$ cat config.mk
export PLATFORM = sky130hd
export DESIGN_NAME = csts_top
export DESIGN_NICKNAME = d
export VERILOG_FILES = /design/src/core/csts_pkg.sv /design/src/core/csts_top.sv
export SDC_FILE = /design/constraint.sdc
export NUM_CORES = 1
export LEC_CHECK = 0
export ABC_CLOCK_PERIOD_IN_PS = 6100
export BUFFER_PORTS_ARGS = -buffer_cell sky130_fd_sc_hd__buf_2
export CAP_MARGIN = 5
export CORE_MARGIN = 3
export CORE_UTILIZATION = 43
export DETAILED_ROUTE_END_ITERATION = 6
export GPL_ROUTABILITY_DRIVEN = 1
export PLACE_DENSITY = 0.85
export SETUP_SLACK_MARGIN = 0.02
export SLEW_MARGIN = 15
export SYNTH_ARGS = -nofsm -noshare
export SYNTH_HDL_FRONTEND = slang
export SYNTH_SLANG_ARGS = --single-unit
$ cat constraint.sdc
create_clock -name core_clk -period 6.1 [get_ports core_clk]
set_input_delay 0.61 -clock core_clk [delete_from_list [all_inputs] [get_ports core_clk]]
set_output_delay 0.61 -clock core_clk [all_outputs]
set_load 0.005 [all_outputs]
$ cat src/core/csts_pkg.sv
// Constants and types for the capture sync/trigger source selector
package csts_pkg;
   // Register byte offsets
   localparam logic [11:0] CSTS_OFS_CTRL = 12'h000;
   localparam logic [11:0] CSTS_OFS_IRQ_STAT = 12'h004;
   localparam logic [11:0] CSTS_OFS_IRQ_MASK = 12'h008;
   localparam logic [11:0] CSTS_OFS_STATE = 12'h00c;
   // Control register fields
   localparam int CSTS_SEL_LSB = 0;
   localparam int CSTS_SEL_W = 5;
   localparam int CSTS_FLAG_BIT = 6;
   localparam int CSTS_CASC_BIT = 8;
   // Interrupt bits
   localparam int CSTS_IRQ_W = 2;
   localparam int CSTS_IRQ_TRIG = 0;
   localparam int CSTS_IRQ_SELF = 1;
   localparam logic [1:0] CSTS_IRQ_RST = 2'h0;
   // State register bits
   localparam int CSTS_ST_CASC = 0;
   localparam int CSTS_ST_SELF = 1;
   localparam int CSTS_ST_NONE = 2;
   // Source select codes
   localparam logic [4:0] CSTS_SEL_NONE_LO = 5'h00;
   localparam logic [4:0] CSTS_SEL_OC_BASE = 5'h01;
   localparam logic [4:0] CSTS_SEL_OC_TOP = 5'h04;
   localparam logic [4:0] CSTS_SEL_TRIG_GEN = 5'h0a;
   localparam logic [4:0] CSTS_SEL_TMR_BASE = 5'h0b;
   localparam logic [4:0] CSTS_SEL_TMR_TOP = 5'h0f;
   localparam logic [4:0] CSTS_SEL_CAP_BASE = 5'h10;
   localparam logic [4:0] CSTS_SEL_CAP_TOP = 5'h13;
   localparam logic [4:0] CSTS_SEL_CMP_BASE = 5'h18;
   localparam logic [4:0] CSTS_SEL_CMP_TOP = 5'h1a;
   localparam logic [4:0] CSTS_SEL_CONV = 5'h1b;
   localparam logic [4:0] CSTS_SEL_CHARGE_TIME_MEASUREMENT_UNIT = 5'h1c;
   localparam logic [4:0] CSTS_SEL_NONE_HI = 5'h1f;
   localparam logic [4:0] CSTS_SEL_RESET = 5'h0d;
   // Trigger generator outputs 8..11 sit at vector index 0..3
   localparam int CSTS_TG_FIRST_OUT = 8;
   // Event sources from the surrounding peripherals
   typedef struct packed {
      logic [4:0] timer;
      logic [3:0] capture_channel;
      logic [3:0] compare_output_channel;
      logic [2:0] analog_comparator;
      logic first_converter;
      logic charge_time_measurement_unit;
      logic [3:0] trigger_generator_output;
   } csts_src_s;
endpackage

$ cat src/core/csts_top.sv
// Sync/trigger source selector for one capture channel, APB slave
//
// Contract
// [RQ1] Five-bit select field at bits 4-0; codes 11111 and 00000 connect nothing
// [RQ2] Code 11100 routes the charge-time measurement unit event
// [RQ3] Code 11011 routes first converter; 11010..11000 comparators three..one
// [RQ4] Codes 10011 down to 10000 route capture channels four down to one
// [RQ5] Codes 01111 down to 01011 route timers five down to one
// [RQ6] Select field resets to 01101, timer three
// [RQ7] Code 01010 routes this channel's dedicated trigger generator output
// [RQ8] Trigger generator outputs 8..11 feed channels one..four, one each
// [RQ9] Codes 00100 down to 00001 route compare output channels four..one
// [RQ10] Cascade active only when both channels of the pair enable it
// [RQ11] Hardware sets trigger status flag on the selected source event
// [RQ12] Software reads the flag and may set or clear it by writes
// [RQ13] Software must not select this channel as its own source
// [RQ14] Converter and comparator selections meant for trigger use only
// [RQ15] Reserved codes connect no source, like the no-source codes
`timescale 1ns/1ps
module csts_top
   import csts_pkg::*;
#(
   parameter logic [1:0] CHAN_IDX = 2'h0
) (
   input wire logic core_clk,
   input wire logic reset_n,
   input wire logic psel,
   input wire logic penable,
   input wire logic pwrite,
   input wire logic [11:0] paddr,
   input wire logic [31:0] pwdata,
   output logic [31:0] prdata,
   output logic pready,
   output logic pslverr,
   input wire csts_src_s src_events,
   input wire logic partner_cascade_32bit_enable,
   output logic sync_trigger_pulse,
   output logic trigger_status,
   output logic cascade_active,
   output logic [4:0] sync_trigger_source_select,
   output logic irq
);

   ////////////////////////////////////////////////////////////////////////////
   // State
   logic [4:0] sel_ff;
   logic flag_ff;
   logic casc_en_ff;
   logic casc_act_ff;
   logic pulse_ff;
   logic [1:0] stat_ff;
   logic [1:0] mask_ff;
   logic irq_ff;
   logic [31:0] prdata_ff;
   logic pready_ff;
   logic pslverr_ff;

   ////////////////////////////////////////////////////////////////////////////
   // Source routing
   function automatic logic route(input logic [4:0] code, input csts_src_s ev,
                                  input logic [1:0] idx);
      logic hit;
      hit = 1'b0;
      if (code >= CSTS_SEL_OC_BASE && code <= CSTS_SEL_OC_TOP) begin
         hit = ev.compare_output_channel[2'(code - CSTS_SEL_OC_BASE)]; // RQ9
      end else if (code == CSTS_SEL_TRIG_GEN) begin
         hit = ev.trigger_generator_output[idx]; // RQ7 RQ8
      end else if (code >= CSTS_SEL_TMR_BASE && code <= CSTS_SEL_TMR_TOP) begin
         hit = ev.timer[3'(code - CSTS_SEL_TMR_BASE)]; // RQ5
      end else if (code >= CSTS_SEL_CAP_BASE && code <= CSTS_SEL_CAP_TOP) begin
         // Own channel never feeds itself
         if (2'(code - CSTS_SEL_CAP_BASE) != idx) begin
            hit = ev.capture_channel[2'(code - CSTS_SEL_CAP_BASE)]; // RQ4 RQ13
         end
      end else if (code >= CSTS_SEL_CMP_BASE && code <= CSTS_SEL_CMP_TOP) begin
         hit = ev.analog_comparator[2'(code - CSTS_SEL_CMP_BASE)]; // RQ3 RQ14
      end else if (code == CSTS_SEL_CONV) begin
         hit = ev.first_converter; // RQ3 RQ14
      end else if (code == CSTS_SEL_CHARGE_TIME_MEASUREMENT_UNIT) begin
         hit = ev.charge_time_measurement_unit; // RQ2
      end
      // Codes 00000, 11111 and reserved codes fall through as no source
      return hit; // RQ1 RQ15
   endfunction

   function automatic logic src_is_known(input logic [4:0] code);
      return (code >= CSTS_SEL_OC_BASE && code <= CSTS_SEL_OC_TOP) ||
             (code >= CSTS_SEL_TRIG_GEN && code <= CSTS_SEL_CAP_TOP) ||
             (code >= CSTS_SEL_CMP_BASE && code <= CSTS_SEL_CHARGE_TIME_MEASUREMENT_UNIT);
   endfunction

   wire logic [4:0] self_code = 5'(CSTS_SEL_CAP_BASE + {3'h0, CHAN_IDX});
   wire logic src_evt = route(sel_ff, src_events, CHAN_IDX); // RQ1
   wire logic sel_is_self = (sel_ff == self_code);
   wire logic sel_is_none = ~src_is_known(sel_ff);

   ////////////////////////////////////////////////////////////////////////////
   // APB decode
   wire logic setup = psel & ~penable;
   wire logic access = psel & penable & pready_ff;
   wire logic wr = access & pwrite;
   wire logic rd = access & ~pwrite;
   wire logic hit_ctrl = (paddr == CSTS_OFS_CTRL);
   wire logic hit_stat = (paddr == CSTS_OFS_IRQ_STAT);
   wire logic hit_mask = (paddr == CSTS_OFS_IRQ_MASK);
   wire logic hit_state = (paddr == CSTS_OFS_STATE);
   wire logic hit_any = hit_ctrl | hit_stat | hit_mask | hit_state;
   wire logic wr_ctrl = wr & hit_ctrl;
   wire logic wr_mask = wr & hit_mask;
   wire logic rd_stat = rd & hit_stat;

   wire logic [31:0] rd_ctrl = {23'h0, casc_en_ff, 1'b0, flag_ff, 1'b0, sel_ff};
   wire logic [31:0] rd_state = {29'h0, sel_is_none, sel_is_self, casc_act_ff};
   wire logic [31:0] rd_mux = hit_ctrl ? rd_ctrl :
                              hit_stat ? {30'h0, stat_ff} :
                              hit_mask ? {30'h0, mask_ff} :
                              hit_state ? rd_state : 32'h0;

   ////////////////////////////////////////////////////////////////////////////
   // Next values
   wire logic [4:0] nxt_sel = wr_ctrl ? pwdata[CSTS_SEL_LSB +: CSTS_SEL_W] : sel_ff;
   // Hardware set wins over a software clear in the same cycle
   wire logic nxt_flag = src_evt | (wr_ctrl ? pwdata[CSTS_FLAG_BIT] : flag_ff); // RQ11 RQ12
   wire logic nxt_casc_en = wr_ctrl ? pwdata[CSTS_CASC_BIT] : casc_en_ff;
   wire logic self_wr = wr_ctrl &
                        (pwdata[CSTS_SEL_LSB +: CSTS_SEL_W] == self_code);
   wire logic [1:0] irq_set = {self_wr, src_evt};
   // Only bits already shown to software are cleared by the read
   wire logic [1:0] irq_clr = rd_stat ? prdata_ff[1:0] : 2'h0;
   wire logic [1:0] nxt_stat = (stat_ff & ~irq_clr) | irq_set;
   wire logic [1:0] nxt_mask = wr_mask ? pwdata[CSTS_IRQ_W-1:0] : mask_ff;

   ////////////////////////////////////////////////////////////////////////////
   // Registers
   always_ff @(posedge core_clk or negedge reset_n) begin
      if (!reset_n) begin
         sel_ff <= CSTS_SEL_RESET; // RQ6
         flag_ff <= 1'b0;
         casc_en_ff <= 1'b0;
         stat_ff <= CSTS_IRQ_RST;
         mask_ff <= CSTS_IRQ_RST;
      end else begin
         sel_ff <= nxt_sel; // RQ1
         flag_ff <= nxt_flag; // RQ11 RQ12
         casc_en_ff <= nxt_casc_en;
         stat_ff <= nxt_stat;
         mask_ff <= nxt_mask;
      end
   end

   always_ff @(posedge core_clk or negedge reset_n) begin
      if (!reset_n) begin
         pulse_ff <= 1'b0;
         casc_act_ff <= 1'b0;
         irq_ff <= 1'b0;
      end else begin
         pulse_ff <= src_evt;
         casc_act_ff <= casc_en_ff & partner_cascade_32bit_enable; // RQ10
         irq_ff <= |(stat_ff & mask_ff);
      end
   end

   always_ff @(posedge core_clk or negedge reset_n) begin
      if (!reset_n) begin
         prdata_ff <= 32'h0;
         pready_ff <= 1'b0;
         pslverr_ff <= 1'b0;
      end else begin
         prdata_ff <= setup ? rd_mux : prdata_ff;
         pready_ff <= setup;
         pslverr_ff <= setup & ~hit_any;
      end
   end

   assign prdata = prdata_ff;
   assign pready = pready_ff;
   assign pslverr = pslverr_ff;
   assign sync_trigger_pulse = pulse_ff;
   assign trigger_status = flag_ff;
   assign cascade_active = casc_act_ff;
   assign sync_trigger_source_select = sel_ff;
   assign irq = irq_ff;
endmodule

Word-level counts from Yosys, hierarchy flattened. Index checks and enable logic that the tools add are counted.

$add $sub $neg: 4. Multiply operators: 0. Div/mod/pow operators: 0. Magnitude comparators: 14. Equality and inequality tests: 8. Shifts and indexed selects: 0. Mux-type cells: 22. Bitwise operators: 23. Reductions and logical operators: 11.

Operators with widths (count): 12-bit by 4-bit == test with 1-bit output, second input constant (2); 5-bit == test, second input constant (4); 5-bit <= comparator, second input constant (3); 1-bit 2-to-1 mux (13); 12-bit by 3-bit == test with 1-bit output, second input constant (1); 12-bit zero test (1); 1-bit bitwise AND (11); 5-bit by 4-bit >= comparator with 1-bit output, second input constant (2); 5-bit >= comparator, second input constant (2); 2-bit by 3-bit less-than comparator with 1-bit output, second input constant (3); 3-bit 2-to-1 mux (3); 9-bit 2-to-1 mux (1); 1-bit binary-select mux with 2-bit select (3); 1-bit logical AND (6); 2-bit by 1-bit subtractor with 2-bit output, second input constant (3); 5-bit by 4-bit == test with 1-bit output, second input constant (1); 5-bit by 1-bit >= comparator with 1-bit output, second input constant (1); 5-bit by 3-bit <= comparator with 1-bit output, second input constant (1); 5-bit by 4-bit <= comparator with 1-bit output, second input constant (1); 2-bit bitwise AND (2); 3-bit by 4-bit less-than comparator with 1-bit output, second input constant (1); 1-bit inverter (4); 1-bit OR (4); 1-bit binary-select mux with 3-bit select (1); 7 further kinds (8).

Flip-flop bits (word level): 48. Bits in latches: 0. Memory bits (writable): 0. ROM bits: 0. Input bits: 72. Output and inout bits: 43. Logic and storage cells: 93. Memories: 0.

Depth between registers and ports, before layout.
Word-level depth: 9. Gate-level depth with buffers: 8. Depth with buffers taken out: 7.

Worst setup path before layout. Ideal clock, no wire load.

Kind: in2reg. Start: input port paddr[1]. End: register mask_ff[0]. Setup time: 0.125 ns. Arrival time: 1.920 ns. Required time: 5.975 ns. Path slack: 4.055 ns. Cell stages on the path: 4. Path buffers: 0. Path through: nor4_2 > nand4_1 > or4b_4 > mux2_4.

Cells in the longest elaborated chain, start to end: 2.

RTL lines: start, declared (RTL line csts_top.sv:30) `input wire logic [11:0] paddr,`; 12-bit by 4-bit == test with 1-bit output (RTL line csts_top.sv:105) `wire logic hit_mask = (paddr == CSTS_OFS_IRQ_MASK);`; 1-bit bitwise AND (RTL line csts_top.sv:109) `wire logic wr_mask = wr & hit_mask;`; end signal, assigned (RTL line csts_top.sv:147) `mask_ff <= nxt_mask;`; end, declared (RTL line csts_top.sv:52) `logic [1:0] mask_ff;`.

No other way between the ends. A chain may end at the register's enable or synchronous reset.

Final worst setup path.
Start: register sel_ff[0] (netlist: sync_trigger_source_select[0]). End: register stat_ff[0].

Cells in the longest elaborated chain, start to end: 9. Elaborated cells on any way between the ends: 37. Classes of those cells: add/sub: 4; order compare: 8; eq/ne: 3; mux: 16; bitwise: 1; reduce/logical: 5.

RTL lines: start, declared (RTL line csts_top.sv:46) `logic [4:0] sel_ff;`; start signal, assigned (RTL line csts_top.sv:143) `sel_ff <= nxt_sel;`; 2-bit by 1-bit subtractor with 2-bit output or 5-bit == test (tied branches); 1-bit binary-select mux with 2-bit select (tied with other cells) (RTL line csts_top.sv:76) `hit = ev.analog_comparator[2'(code - CSTS_SEL_CMP_BASE)];`; 1-bit 2-to-1 mux, on equally long branches (RTL line csts_top.sv:76, csts_top.sv:73, csts_top.sv:77); 1-bit 2-to-1 mux, on equally long branches (RTL line csts_top.sv:75, csts_top.sv:72); 1-bit 2-to-1 mux (RTL line csts_top.sv:70) `end else if (code >= CSTS_SEL_CAP_BASE && code <= CSTS_SEL_CAP_TOP) begin`; 1-bit 2-to-1 mux (RTL line csts_top.sv:68) `end else if (code >= CSTS_SEL_TMR_BASE && code <= CSTS_SEL_TMR_TOP) begin`; 1-bit 2-to-1 mux (RTL line csts_top.sv:66) `end else if (code == CSTS_SEL_TRIG_GEN) begin`; 1-bit 2-to-1 mux (*) (RTL line csts_top.sv:64) `if (code >= CSTS_SEL_OC_BASE && code <= CSTS_SEL_OC_TOP) begin`; 2-bit OR (*) (RTL line csts_top.sv:130) `wire logic [1:0] nxt_stat = (stat_ff & ~irq_clr) | irq_set;`; named net nxt_stat[0] (RTL line csts_top.sv:130); end signal, assigned (RTL line csts_top.sv:146) `stat_ff <= nxt_stat;`; end, declared (RTL line csts_top.sv:51) `logic [1:0] stat_ff;`.

The timed path passes the listed nets; every way through them passes the cells marked *. The select of a mux whose other input is x is not followed.

==> reports/qor.csv <==
stage,metric,value,unit
pwr,power_frac_comb,12.5,%
clock_network,cts_sinks,23,
pwr,peakVddDrop,108,uV
synthesis,synth_edf_count,0,
place,placed_area,1770,sq um
worst_setup_path,crit_path_cell_trace,inv_1 > ha_1 > mux4_2 > nand2_1 > nor3_1 > o31ai_1 > nand3_1,
worst_setup_path,r2r_start,sync_trigger_source_select[0]$_DFFE_PN1P_,
worst_setup_path,crit_arrival,2620,ps
floorplanning,die_area,4340,sq um
detailed_routing,finalWirelength,3230,microns
timing,worst_pin_slew,640,ps
detailed_routing,drtPass1Iterations,4,
synthesis,ys_async_sr_fraction,100,%
final_layout,layout-drive-gt1-share,38.2,%
timing,fin_crit,2450,ps
detailed_routing,avgRoutedWirePerCell,12.5,microns
pwr,internal_power,0.194,mW
worst_setup_path,r2r-end,stat_ff[0]$_DFF_PN0_,
grt,gr-total-overflow,0,
place,dpl.hpwl,2620,microns
worst_setup_path,cp_slowest_cell,dfstp_2,
grt,grt_pass1_vias,1183,
grt,grt_use_total,15.4,%
hold_path,hp-class,in2async,
final_layout,fin_util,53.1,%
detailed_routing,vias_per_cell,4.93,
worst_setup_path,path_delay_family,flip-flops,
run,cap_violations,0,
clock_network,post_cts_buffers,0,
floorplanning,io_pins,115,
synthesis,synthFlopType,dfrtp_1,
worst_setup_path,critPathKind,reg2reg,
pwr,p_sw_share,23.4,%
synthesis,synth_area_leaders,"dfrtp_1, buf_4, mux4_2",
floorplanning,fp.coreArea,3390,sq um
synthesis,ys_warn_count,0,
worst_setup_path,end_kind,flip-flop,
synthesis,synth_top_area_share,32.5,%
grt,grt_pass1_wl,5160,microns
synthesis,ys_ff_latch,23,
detailed_routing,post-route-drc-count,0,
synthesis,mappedNetlistArea,1540,sq um
timing,slew_headroom,57.0,%
floorplanning,rows,21,
clock_network,h-tree-depth,1,
worst_setup_path,critPathBufInv,1,
final_layout,diodes,0,
pwr,clkPwrFrac,26.7,%
worst_setup_path,slowest_delay,780,ps
place,port-buffer-count,61,
floorplanning,die_w,65.9,microns
pwr,cellLeakagePower,0.955,nW
detailed_routing,drtIter0Drc,21,
timing,tns,0,ps
timing,skew,6.02,ps
worst_setup_path,start_kind,flip-flop,
grt,grt_max_degree,24,
clock_network,root_buffer,clkbuf_4,
pwr,p_per_area,141,nW/um^2
synthesis,syn_area_per_cell,9.94,sq um
timing,max_freq,408,MHz
worst_setup_path,cp_max_fo,19,
detailed_routing,ant_nets,0,
pwr,seq_power_share,60.8,%
clock_network,clk_pin_slew_worst_paths,120,ps
clock_network,clk_path_buf_depth,2,
synthesis,synthCells,155,
timing,post-route-period-util,40.2,%
timing,drv_slew,0,
pwr,switchingPower,0.0591,mW
final_layout,area_growth,16.9,%
timing,rsz0062_at_grt,false,
detailed_routing,vias,1273,
final_layout,final_net_count,288,
clock_network,cts_tree,done,
worst_setup_path,r2r_cells,7,
final_layout,nFillCells,330,
timing,finalHoldViolCount,0,
run_status,status,completed,
synthesis,netlist.top_cell.by_area,dfrtp_1,
floorplanning,die_h,65.9,microns
synthesis,yosysUniqueCellTypes,41,
synthesis,yosysSeqAreaShare,37.6,%
floorplanning,start_util,45.4,%
clock_network,cts_buffers,3,
final_layout,design_area,1800,sq um
place,gp_congestion,0.827,
clock_network,clock_latency,300,ps
clock_network,holdBufCountCts,0,
clock_network,ctsResizeCount,0,
worst_setup_path,reg2reg_setup_slack,3650,ps
grt,antenna_found_initial,0,
worst_setup_path,required,6270,ps
timing,setup_viol,0,
## Yosys cell counts, types with 2 or more instances
library cell	instances
a21oi_1	4
a22o_1	5
and3_1	4
buf_2	4
buf_4	25
clkbuf_1	3
dfrtp_1	20
dfstp_2	3
ha_1	3
inv_1	4
mux2_2	4
mux2_4	2
mux2i_1	2
mux4_2	4
nand2_1	12
nand2b_1	4
nand3_1	8
nand3b_1	3
nor2_1	8
nor3_1	3
nor4_1	5
o21ai_0	4
o31ai_1	3
## area by class of cell
| class | instances | area [sq um] | area share, % |
|---|---|---|---|
| multi-input combinational | 120 | 817 | 45.4 |
| sequential | 23 | 579 | 32.2 |
| timing repair buffer | 61 | 305 | 17.0 |
| tap | 46 | 57.6 | 3.20 |
| inverter | 4 | 15.0 | 0.834 |
| clock buffer | 4 | 26.3 | 1.46 |
## stage by stage
step	power, mW	worst slack (ps)	instances	hold WS, ps
after floorplan	0.181	4050	179	314
after global placement	0.188	3730	254	473
after detailed placement	0.188	3680	254	494
after CTS	0.256	3660	258	265
after global routing	0.268	3560	258	258
final	0.253	3650	258	250
## sequential cells by signal, indices dropped and copies added (netlist names)
| register | cells |
|---|---|
| cascade_active | 1 |
| sync_trigger_source_select | 5 |
| trigger_status | 1 |
| stat_ff | 2 |
| pready | 1 |
| casc_en_ff | 1 |
| mask_ff | 2 |
| pslverr | 1 |
| irq | 1 |
| sync_trigger_pulse | 1 |
| prdata | 7 |
## worst max-delay path by stage
stage	start	end	slack, ps	cells after the start
floorplan	paddr[1]	mask_ff[0]$_DFFE_PN0P_	4050	4
global placement	sync_trigger_source_select[0]$_DFFE_PN1P_	stat_ff[0]$_DFF_PN0_	3730	7
detailed placement	sync_trigger_source_select[0]$_DFFE_PN1P_	stat_ff[0]$_DFF_PN0_	3680	7
CTS	sync_trigger_source_select[0]$_DFFE_PN1P_	stat_ff[0]$_DFF_PN0_	3660	7
global route	sync_trigger_source_select[0]$_DFFE_PN1P_	stat_ff[0]$_DFF_PN0_	3560	7
finish	sync_trigger_source_select[0]$_DFFE_PN1P_	stat_ff[0]$_DFF_PN0_	3650	7
## placed cells by master, fill, tap and decap left out, types with 4 or more instances in the layout
| cell type | n |
|---|---|
| buf_2 | 61 |
| conb_1 | 25 |
| dfrtp_1 | 20 |
| nand2_1 | 12 |
| nand3_1 | 8 |
| nor2_1 | 8 |
| nor4_1 | 5 |
| a22o_1 | 5 |
| inv_1 | 4 |
| mux4_2 | 4 |
| nand2b_1 | 4 |
| a21oi_1 | 4 |
| and3_1 | 4 |
| o21ai_0 | 4 |
| mux2_2 | 4 |
## per-layer routing
metal / wire length (microns) / global-route usage [%] / vias up
li1: - / - / 622
met1: 1390 / 20.5 / 589
met2: 1540 / 25.0 / 58
met3: 262 / 4.08 / 4
met4: 36 / 3.63 / 0
met5: 0 / 0 / -
## cells by family after synthesis
group | count (synthesis) | share of synthesized area, %
adder cells (fa/ha/maj) | 3 | 2.44
XOR/XNOR | 1 | 0.569
flip-flops | 23 | 37.6
buffers and inverters | 36 | 15.2
other | 1 | 0.243
multiplexers | 12 | 12.0
AND/OR/NAND/NOR | 56 | 21.0
AO/OA/AOI/OAI | 23 | 10.9
## power by group through the flow
| stage | logic, mW | clock network (mW) | registers (mW) |
|---|---|---|---|
| 2_1_floorplan | 0.0243 | 0 | 0.157 |
| 3_3_place_gp | 0.0310 | 0 | 0.157 |
| 3_5_place_dp | 0.0317 | 0 | 0.157 |
| 4_1_cts | 0.0318 | 0.0702 | 0.154 |
| 5_1_grt | 0.0363 | 0.0780 | 0.154 |
| 6_report | 0.0316 | 0.0676 | 0.154 |
(Power assumes the default switching activity.)
